File: src/design/hsb_host_map.vh
// register map, device addresses and timing constants of the host controller
`ifndef HSB_HOST_MAP_VH
`define HSB_HOST_MAP_VH
// controller registers on the wishbone bus (word index = adr[4:2])
`define HSB_REG_CTRL       3'h0
`define HSB_REG_WDATA      3'h1
`define HSB_REG_RDATA      3'h2
`define HSB_REG_STATUS     3'h3
`define HSB_REG_STRAP      3'h4
// ctrl fields
`define HSB_CTRL_ADDR_HI   7
`define HSB_CTRL_ADDR_LO   0
// status fields
`define HSB_ST_BUSY        0
`define HSB_ST_DONE        1
`define HSB_ST_REFUSED     2
`define HSB_ST_IRQ         3
`define HSB_ST_STRAP_LO    4
// reset values
`define HSB_STRAP_RST      2'h3
// device addresses
`define HSB_DEV_RESET      8'h01
`define HSB_DEV_AUX_CFG    8'ha7
`define HSB_DEV_CSUM_A_LO  8'ha9
`define HSB_DEV_CSUM_A_HI  8'haa
`define HSB_DEV_GAIN       8'hb1
`define HSB_DEV_TX0        8'hb5
`define HSB_DEV_TX1        8'hb6
`define HSB_DEV_TX2        8'hb7
`define HSB_DEV_CSUM_B_LO  8'hb8
`define HSB_DEV_CSUM_B_HI  8'hb9
`define HSB_DEV_PWR_DOWN   8'hc0
`define HSB_DEV_MODE       8'hc1
`define HSB_DEV_TX5        8'hc2
`define HSB_DEV_IDENT      8'hc5
`define HSB_DEV_STATUS     8'hc6
`define HSB_DEV_TX6        8'hc7
`define HSB_DEV_PROG       8'hc8
`define HSB_DEV_VERSION    8'hc9
`define HSB_DEV_TX3        8'hca
`define HSB_DEV_TX4        8'hcb
`define HSB_DEV_AUX_CFG2   8'hcd
`define HSB_DEV_MASK       8'hce
// timing
`define HSB_CLK_MHZ        50
`define HSB_SCLK_HALF_NS   100
`define HSB_SCLK_HALF_CYC  ((`HSB_SCLK_HALF_NS * `HSB_CLK_MHZ) / 1000)
`define HSB_WR_SETTLE_US   250
`define HSB_WR_SETTLE_CYC  (`HSB_WR_SETTLE_US * `HSB_CLK_MHZ)
`endif

File: src/design/hsb_host_ctrl.v
// host-side controller driving the serial control port of the modulator
//
// Design decision made here: the Wishbone register port.
`timescale 1ns/1ps
`include "hsb_host_map.vh"

// Overview of operation
// - each transaction is one address byte then zero or more data bytes.
// - host holds select low through a transaction, high between them.
// - the address value fixes data byte count and direction.
// - address and data bytes travel most significant bit first.
// - a register write may need 250 us before it takes effect.
// - a command is one 8-bit address with no data; one code resets.
// - command and reply lines are never active together.
// - clock may idle high or low; gaps between bytes are allowed.
// - straps sampled only at power-on or general reset; keep stable.
// - after load, ident, version, checksums shown; then 32-bit activation.
// - straps both low before general reset to restart without reload.
// - host writes first transmit block before selecting transmit mode.
// - refill event asks for new transmit data before the buffer runs dry.
module hsb_host_ctrl #(
  parameter SCLK_HALF_CYC = `HSB_SCLK_HALF_CYC,
  parameter WR_SETTLE_CYC = `HSB_WR_SETTLE_CYC
) (
  // clock and reset
  input  wire        ref_clk_in,
  input  wire        rst_n_in,
  // wishbone slave
  input  wire        wb_cyc_in,
  input  wire        wb_stb_in,
  input  wire        wb_we_in,
  input  wire [2:0]  wb_adr_in,
  input  wire [3:0]  wb_sel_in,
  input  wire [31:0] wb_dat_in,
  output reg  [31:0] wb_dat_out,
  output reg         wb_ack_out,
  // serial port to the device
  output reg         port_select_n_out,
  output reg         serial_clk_out,
  output reg         cmd_data_out,
  input  wire        reply_data_in,
  input  wire        host_interrupt_n_in,
  // boot straps
  output reg         boot_strap_a_out,
  output reg         boot_strap_b_out
);

  localparam [2:0] ST_IDLE   = 3'h0;
  localparam [2:0] ST_SETUP  = 3'h1;
  localparam [2:0] ST_LOW    = 3'h2;
  localparam [2:0] ST_HIGH   = 3'h3;
  localparam [2:0] ST_END    = 3'h4;
  localparam [2:0] ST_SETTLE = 3'h5;

  // counter end points cut to the counter width on purpose
  localparam integer HALF_LAST_I   = SCLK_HALF_CYC - 1;
  localparam integer SETTLE_LAST_I = WR_SETTLE_CYC - 1;
  localparam [15:0]  HALF_LAST     = HALF_LAST_I[15:0];
  localparam [15:0]  SETTLE_LAST   = SETTLE_LAST_I[15:0];
  localparam [1:0]   STRAP_RST     = `HSB_STRAP_RST;

  // {valid, read, has two data bytes} per device address
  function [2:0] addr_kind;
    input [7:0] a;
    begin
      case (a)
        `HSB_DEV_RESET:     addr_kind = 3'h4;
        `HSB_DEV_CSUM_A_LO, `HSB_DEV_CSUM_A_HI,
        `HSB_DEV_CSUM_B_LO, `HSB_DEV_CSUM_B_HI,
        `HSB_DEV_IDENT,     `HSB_DEV_STATUS,
        `HSB_DEV_VERSION:   addr_kind = 3'h7;
        `HSB_DEV_AUX_CFG,   `HSB_DEV_GAIN,
        `HSB_DEV_TX0,       `HSB_DEV_TX1,
        `HSB_DEV_TX2,       `HSB_DEV_TX3,
        `HSB_DEV_TX4,       `HSB_DEV_TX5,
        `HSB_DEV_TX6,       `HSB_DEV_PWR_DOWN,
        `HSB_DEV_MODE,      `HSB_DEV_PROG,
        `HSB_DEV_AUX_CFG2,  `HSB_DEV_MASK:
                            addr_kind = 3'h5;
        default:            addr_kind = 3'h0;
      endcase
    end
  endfunction

  reg  [2:0]  state;
  reg  [15:0] cnt;
  reg  [4:0]  bits_left;
  reg  [23:0] tx_shift;
  reg  [15:0] rx_shift;
  reg  [15:0] wdata;
  reg  [15:0] rdata;
  reg         is_read;
  reg         is_wdata;
  reg         done;
  reg         refused;
  reg         rep_s1;
  reg         rep_s2;
  reg         irq_s1;
  reg         irq_s2;

  wire        wb_req  = wb_cyc_in & wb_stb_in & ~wb_ack_out;
  // writes land at the edge where the master sees ack high
  wire        wb_wr   = wb_cyc_in & wb_stb_in & wb_ack_out & wb_we_in;
  wire        ctrl_wr = wb_wr & (wb_adr_in == `HSB_REG_CTRL) & wb_sel_in[0];
  wire [7:0]  new_adr = wb_dat_in[`HSB_CTRL_ADDR_HI:`HSB_CTRL_ADDR_LO];
  wire [2:0]  kind    = addr_kind(new_adr);
  wire        idle    = (state == ST_IDLE);
  wire        go      = ctrl_wr & idle & kind[2];
  wire        refuse  = ctrl_wr & ~go;
  wire        half_up = (cnt == HALF_LAST);
  wire        st_wr   = wb_wr & (wb_adr_in == `HSB_REG_STATUS) &
                        wb_sel_in[0];

  // pins from outside pass two flip-flops
  always @(posedge ref_clk_in) begin
    if (!rst_n_in) begin
      rep_s1 <= 1'b0;
      rep_s2 <= 1'b0;
      irq_s1 <= 1'b1;
      irq_s2 <= 1'b1;
    end else begin
      rep_s1 <= reply_data_in;
      rep_s2 <= rep_s1;
      irq_s1 <= host_interrupt_n_in;
      irq_s2 <= irq_s1;
    end
  end

  // serial transaction engine
  always @(posedge ref_clk_in) begin
    if (!rst_n_in) begin
      state             <= ST_IDLE;
      cnt               <= 16'h0000;
      bits_left         <= 5'h00;
      tx_shift          <= 24'h00_0000;
      rx_shift          <= 16'h0000;
      rdata             <= 16'h0000;
      is_read           <= 1'b0;
      is_wdata          <= 1'b0;
      port_select_n_out <= 1'b1;
      serial_clk_out    <= 1'b0;
      cmd_data_out      <= 1'b0;
    end else begin
      case (state)
        ST_IDLE: begin
          cnt <= 16'h0000;
          if (go) begin
            // length and direction follow from the address
            is_read   <= kind[1];
            is_wdata  <= kind[0] & ~kind[1];
            bits_left <= kind[0] ? 5'd24 : 5'd8;
            // read data phase shifts out zeros: command line stays quiet
            tx_shift  <= {new_adr, kind[1] ? 16'h0000 : wdata};
            port_select_n_out <= 1'b0;
            state     <= ST_SETUP;
          end
        end
        ST_SETUP: begin
          cnt <= half_up ? 16'h0000 : cnt + 16'h0001;
          if (half_up) begin
            cmd_data_out <= tx_shift[23];
            state        <= ST_LOW;
          end
        end
        ST_LOW: begin
          cnt <= half_up ? 16'h0000 : cnt + 16'h0001;
          if (half_up) begin
            serial_clk_out <= 1'b1;
            state          <= ST_HIGH;
          end
        end
        ST_HIGH: begin
          cnt <= half_up ? 16'h0000 : cnt + 16'h0001;
          if (half_up) begin
            serial_clk_out <= 1'b0;
            // reply is sampled late in the high phase
            if (is_read && bits_left <= 5'd16)
              rx_shift <= {rx_shift[14:0], rep_s2};
            tx_shift     <= {tx_shift[22:0], 1'b0};
            cmd_data_out <= tx_shift[22];
            bits_left    <= bits_left - 5'd1;
            state        <= (bits_left == 5'd1) ? ST_END : ST_LOW;
          end
        end
        ST_END: begin
          cmd_data_out <= 1'b0;
          cnt <= half_up ? 16'h0000 : cnt + 16'h0001;
          if (half_up) begin
            port_select_n_out <= 1'b1;
            if (is_read)
              rdata <= rx_shift;
            state <= is_wdata ? ST_SETTLE : ST_IDLE;
          end
        end
        ST_SETTLE: begin
          // hold off the next transaction until the write has landed
          cnt <= cnt + 16'h0001;
          if (cnt == SETTLE_LAST) begin
            cnt   <= 16'h0000;
            state <= ST_IDLE;
          end
        end
        default: begin
          state             <= ST_IDLE;
          port_select_n_out <= 1'b1;
          serial_clk_out    <= 1'b0;
          cmd_data_out      <= 1'b0;
        end
      endcase
    end
  end

  wire finish = (state == ST_END) & half_up & ~is_wdata |
                (state == ST_SETTLE) & (cnt == SETTLE_LAST);

  // software registers; hardware set wins over a clear
  always @(posedge ref_clk_in) begin
    if (!rst_n_in) begin
      wdata            <= 16'h0000;
      done             <= 1'b0;
      refused          <= 1'b0;
      boot_strap_a_out <= STRAP_RST[0];
      boot_strap_b_out <= STRAP_RST[1];
    end else begin
      if (wb_wr && wb_adr_in == `HSB_REG_WDATA) begin
        if (wb_sel_in[0])
          wdata[7:0] <= wb_dat_in[7:0];
        if (wb_sel_in[1])
          wdata[15:8] <= wb_dat_in[15:8];
      end
      // straps are set before a reset command and held through loading
      if (wb_wr && wb_adr_in == `HSB_REG_STRAP && wb_sel_in[0]) begin
        boot_strap_a_out <= wb_dat_in[0];
        boot_strap_b_out <= wb_dat_in[1];
      end
      if (finish)
        done <= 1'b1;
      else if (st_wr && wb_dat_in[`HSB_ST_DONE])
        done <= 1'b0;
      if (refuse)
        refused <= 1'b1;
      else if (st_wr && wb_dat_in[`HSB_ST_REFUSED])
        refused <= 1'b0;
    end
  end

  // wishbone answer one cycle after the strobe
  always @(posedge ref_clk_in) begin
    if (!rst_n_in) begin
      wb_ack_out <= 1'b0;
      wb_dat_out <= 32'h0000_0000;
    end else begin
      wb_ack_out <= wb_req;
      wb_dat_out <= 32'h0000_0000;
      if (wb_req && !wb_we_in) begin
        case (wb_adr_in)
          `HSB_REG_WDATA:  wb_dat_out <= {16'h0000, wdata};
          `HSB_REG_RDATA:  wb_dat_out <= {16'h0000, rdata};
          `HSB_REG_STATUS: wb_dat_out <= {26'h00_0000,
                                          boot_strap_b_out,
                                          boot_strap_a_out,
                                          ~irq_s2,
                                          refused, done, ~idle};
          `HSB_REG_STRAP:  wb_dat_out <= {30'h000_0000,
                                          boot_strap_b_out,
                                          boot_strap_a_out};
          default:         wb_dat_out <= 32'h0000_0000;
        endcase
      end
    end
  end

endmodule

File: config.mk
export PLATFORM = sky130hd
export DESIGN_NAME = hsb_host_ctrl
export DESIGN_NICKNAME = d
export VERILOG_FILES = /design/src/design/hsb_host_ctrl.v
export VERILOG_INCLUDE_DIRS = /design/src /design/src/design
export SDC_FILE = /design/constraint.sdc
export NUM_CORES = 1
export LEC_CHECK = 0
export BUFFER_PORTS_ARGS = -buffer_cell sky130_fd_sc_hd__buf_4
export CELL_PAD_IN_SITES_DETAIL_PLACEMENT = 0
export CELL_PAD_IN_SITES_GLOBAL_PLACEMENT = 1
export CORE_UTILIZATION = 39
export DETAILED_ROUTE_END_ITERATION = 12
export HOLD_SLACK_MARGIN = 0.12
export PLACE_DENSITY = 0.75
export SLEW_MARGIN = 20
export SYNTH_ARGS = -nofsm -noshare
export SYNTH_HDL_FRONTEND = slang
export SYNTH_SLANG_ARGS = --single-unit
File: constraint.sdc
create_clock -name ref_clk_in -period 2.3 [get_ports ref_clk_in]
set_clock_uncertainty 0.2 [all_clocks]
set_input_delay 0.115 -clock ref_clk_in [delete_from_list [all_inputs] [get_ports ref_clk_in]]
set_output_delay 0.115 -clock ref_clk_in [all_outputs]
set_load 0.02 [all_outputs]
==> flow_summary.json <==
{
  "outcome": "complete, no violations",
  "p_comb_share_pct": 5.1,
  "drt_via_density": 5.28,
  "synth_sequential_area_ratio_pct": 43.1,
  "synth_edf_count": 0,
  "r2r-end": "bits_left[3]$_SDFFE_PN0P_",
  "dieHeight_um": 124,
  "setup-violations-final": 0,
  "setup_slack_ps": 43.1,
  "nNetsFinal": 887,
  "grt_use_total_pct": 20.4,
  "type_of_origin_of_the_critical_path": "flop",
  "grt_setup_unrepaired": "true",
  "initial_utilization_pct": 40.1,
  "detailroute.via_count": 5444,
  "dr.pass1.iters": 4,
  "cts_tree": "built",
  "ir_worst_vdd_uv": 467,
  "cts_num_sinks": 126,
  "overflow_after_grt": 0,
  "clk-insertion-delay-late_ps": 420,
  "worst_hold_path.num_cells": 5,
  "power.static_leakage_uw": 0.00314,
  "syn_area_um2": 5850,
  "globalplace.congestion": 0.821,
  "cts.path.max_buffers": 2,
  "hpwlAfterDp_um": 10500,
  "antenna-diode-count": 0,
  "reg2reg_depth": 8,
  "drt.antenna.violating_nets": 0,
  "grt_first_pass_wirelength_um": 25300,
  "pwr_density_cell_nw_per_um2": 652,
  "tightest_hold_check_type": "input pin to flop",
  "clock-root-buffer": "clkbuf_16",
  "tritoncts.num_buffers": 17,
  "place_ws_ps": -18.4,
  "detailedRoute.firstIterationViolations": 373,
  "core_area_um2": 14600,
  "power.internal_uw": 4110,
  "netlist_top_cells_count": "nand2_1, dfxtp_1, nor2_1",
  "timing.max_slew.rel_slack_pct": 44.2,
  "layout_min_cycle_time_ps": 2260,
  "hold-path-endpoint": "bits_left[4]$_SDFFE_PN0P_",
  "drc": 0,
  "power.share.clock_pct": 52.6,
  "post-synth-top-area-cell": "dfxtp_1",
  "worstSetupEndpointType": "flop",
  "max_cap_violations": 0,
  "critical_path.max_fanout": 4,
  "most_common_cell_in_the_synthesized_netlist": "nand2_1",
  "avgRoutedWirePerCell_um": 15.2,
  "rows": 44,
  "crit-reg2reg-launch": "cnt[0]$_SDFFE_PN0P_",
  "total_switching_power_uw": 1060,
  "achievable-frequency_mhz": 443,
  "power.share.switching_pct": 20.6,
  "yosys_warnings": 0,
  "synthArstFlopShare_pct": 0,
  "reg2reg_setup_slack_ps": 40,
  "average_size_of_a_mapped_cell_um2": 8.34,
  "grt_max_degree": 39,
  "die_w_um": 124,
  "worstMarginPinSlew_ps": 837,
  "holdWs_ps": 148,
  "totalNegativeSetupSlack_ps": 0,
  "portBuffers": 49,
  "floorplan.die_area_um2": 15500,
  "layout-drive-gt1-share_pct": 21.7,
  "synth_top_area_share_pct": 43.1,
  "timing.final.crit_share_pct": 98.1,
  "area_delta_synth_final_pct": 35.7,
  "syn-instance-count": 701,
  "slew_violations": 0,
  "worst-setup-path-type": "flop to flop",
  "synth.distinct_cells": 74,
  "clk_transition_reported_paths_ps": 50,
  "synth.top_cells.by_area": "dfxtp_1, nand2_1, a21oi_1, nor2_1, mux2i_1",
  "crit_required_ps": 2450,
  "hold_path.startpoint": "wb_dat_in[7]",
  "final_hold_fails": 0,
  "seq_power_share_pct": 42.3,
  "final_core_utilization_pct": 54.4,
  "via_count_of_the_first_global_routing_pass": 5155,
  "cts-htree-levels": 4,
  "postSynthRegisterBits": 126,
  "ys_dominant_reg_cell": "dfxtp_1",
  "antenna_violations_before_repair": 0,
  "worstPathArrival_ps": 2400,
  "postRouteWirelength_um": 15700,
  "io-pin-count": 84
}
[through the flow]
stage	instance area [um^2]	power, uW	cells
3_3_place_gp	6620	2430	941
2_1_floorplan	5910	2380	716
3_5_place_dp	6620	2440	941
4_1_cts	7730	5200	1018
6_report	7940	5180	1032
5_1_grt	7940	5340	1032
[cells by family (layout without fill, tap and decap cells)]
logic type / after synthesis / count (layout) / share of synthesized area [%]
other: 1 / 16 / 0.0641
xor gates and xnor gates: 18 / 18 / 2.70
adders and majority gates: 4 / 4 / 0.856
buffers and inverters: 70 / 202 / 6.03
AOI/OAI and AO/OA: 147 / 147 / 17.3
and+or+nand+nor: 313 / 313 / 26.1
muxes: 22 / 22 / 3.83
DFF: 126 / 126 / 43.1
[final cells by class]
class / instances / area, um^2
Sequential cell: 126 / 2520
Multi-Input combinational cell: 520 / 3160
Clock buffer: 24 / 492
Clock inverter: 6 / 108
Tap cell: 184 / 230
Timing Repair Buffer: 161 / 1390
Fill cell: 1314 / 6650
Inverter: 11 / 41.3
[placed cells by master (no fill, tap or decap), types with 7 or more instances in the layout]
cell type and instances:
nand2_1 132, dfxtp_1 125, buf_4 106, nor2_1 58
a21oi_1 51, dlygate4sd3_1 47, nand3_1 31, mux2i_1 19
and2_1 19, clkbuf_16 17, a22oi_1 16, conb_1 16
xor2_1 12, inv_1 9, o21ai_0 9, nor3_1 9
a221o_1 9, a221oi_1 7
[worst max-delay path by stage]
stage / to / slack (ps) / startpoint / cells past startpoint
3_3_place_gp: tx_shift[13]$_SDFFE_PN0P_ / 0.2 / wb_dat_in[2] / 7
2_1_floorplan: bits_left[3]$_SDFFE_PN0P_ / 20 / cnt[0]$_SDFFE_PN0P_ / 8
3_5_place_dp: rx_shift[11]$_SDFFE_PN0P_ / -20 / cnt[0]$_SDFFE_PN0P_ / 10
4_1_cts: bits_left[3]$_SDFFE_PN0P_ / 0.5 / cnt[0]$_SDFFE_PN0P_ / 8
6_report: bits_left[3]$_SDFFE_PN0P_ / 40 / cnt[0]$_SDFFE_PN0P_ / 8
5_1_grt: bits_left[3]$_SDFFE_PN0P_ / -70 / cnt[0]$_SDFFE_PN0P_ / 8
[critical path: stages (launching register included)]
cell and delay, ps:
dfxtp_2 320, inv_2 40, ha_2 150, nor4bb_4 270
nand4_4 200, or2_4 290, or4_4 410, xor2_1 150
a21oi_1 140
[metal layers]
| metal | vias up | track usage, % | routed length [um] |
|---|---|---|---|
| li1 | 2708 | - | - |
| met1 | 2572 | 26.3 | 7240 |
| met2 | 135 | 32.3 | 7330 |
| met3 | 29 | 5.37 | 802 |
| met4 | 0 | 7.94 | 323 |
| met5 | - | 0 | 0 |
[power by group through the flow]
stage / sequential (uW) / combinational (uW) / clock, uW
6_report: 2190 / 262 / 2720
4_1_cts: 2190 / 249 / 2760
5_1_grt: 2190 / 280 / 2870
3_5_place_dp: 2240 / 200 / 0
2_1_floorplan: 2240 / 139 / 0
3_3_place_gp: 2240 / 198 / 0
[registers in the layout, indices dropped and copies added, names as in the netlist, 3 cells and up]
register	count
bits_left	5
cnt	16
rdata	16
rx_shift	16
state	3
tx_shift	24
wb_dat_out	16
wdata	16
[repair_timing]
| action | 4_1_cts | 5_1_grt |
|---|---|---|
| endpoints found under the setup margin | 50 | 80 |
| endpoints found under the hold margin | 60 | 1 |
| hold buffers | 46 | 1 |
| setup buffers | 1 | 11 |
| cloned | 0 | 2 |
| pin swaps | 0 | 7 |
| resized for setup | 6 | 34 |
No activity file was read; power rests on OpenSTA's default activity.
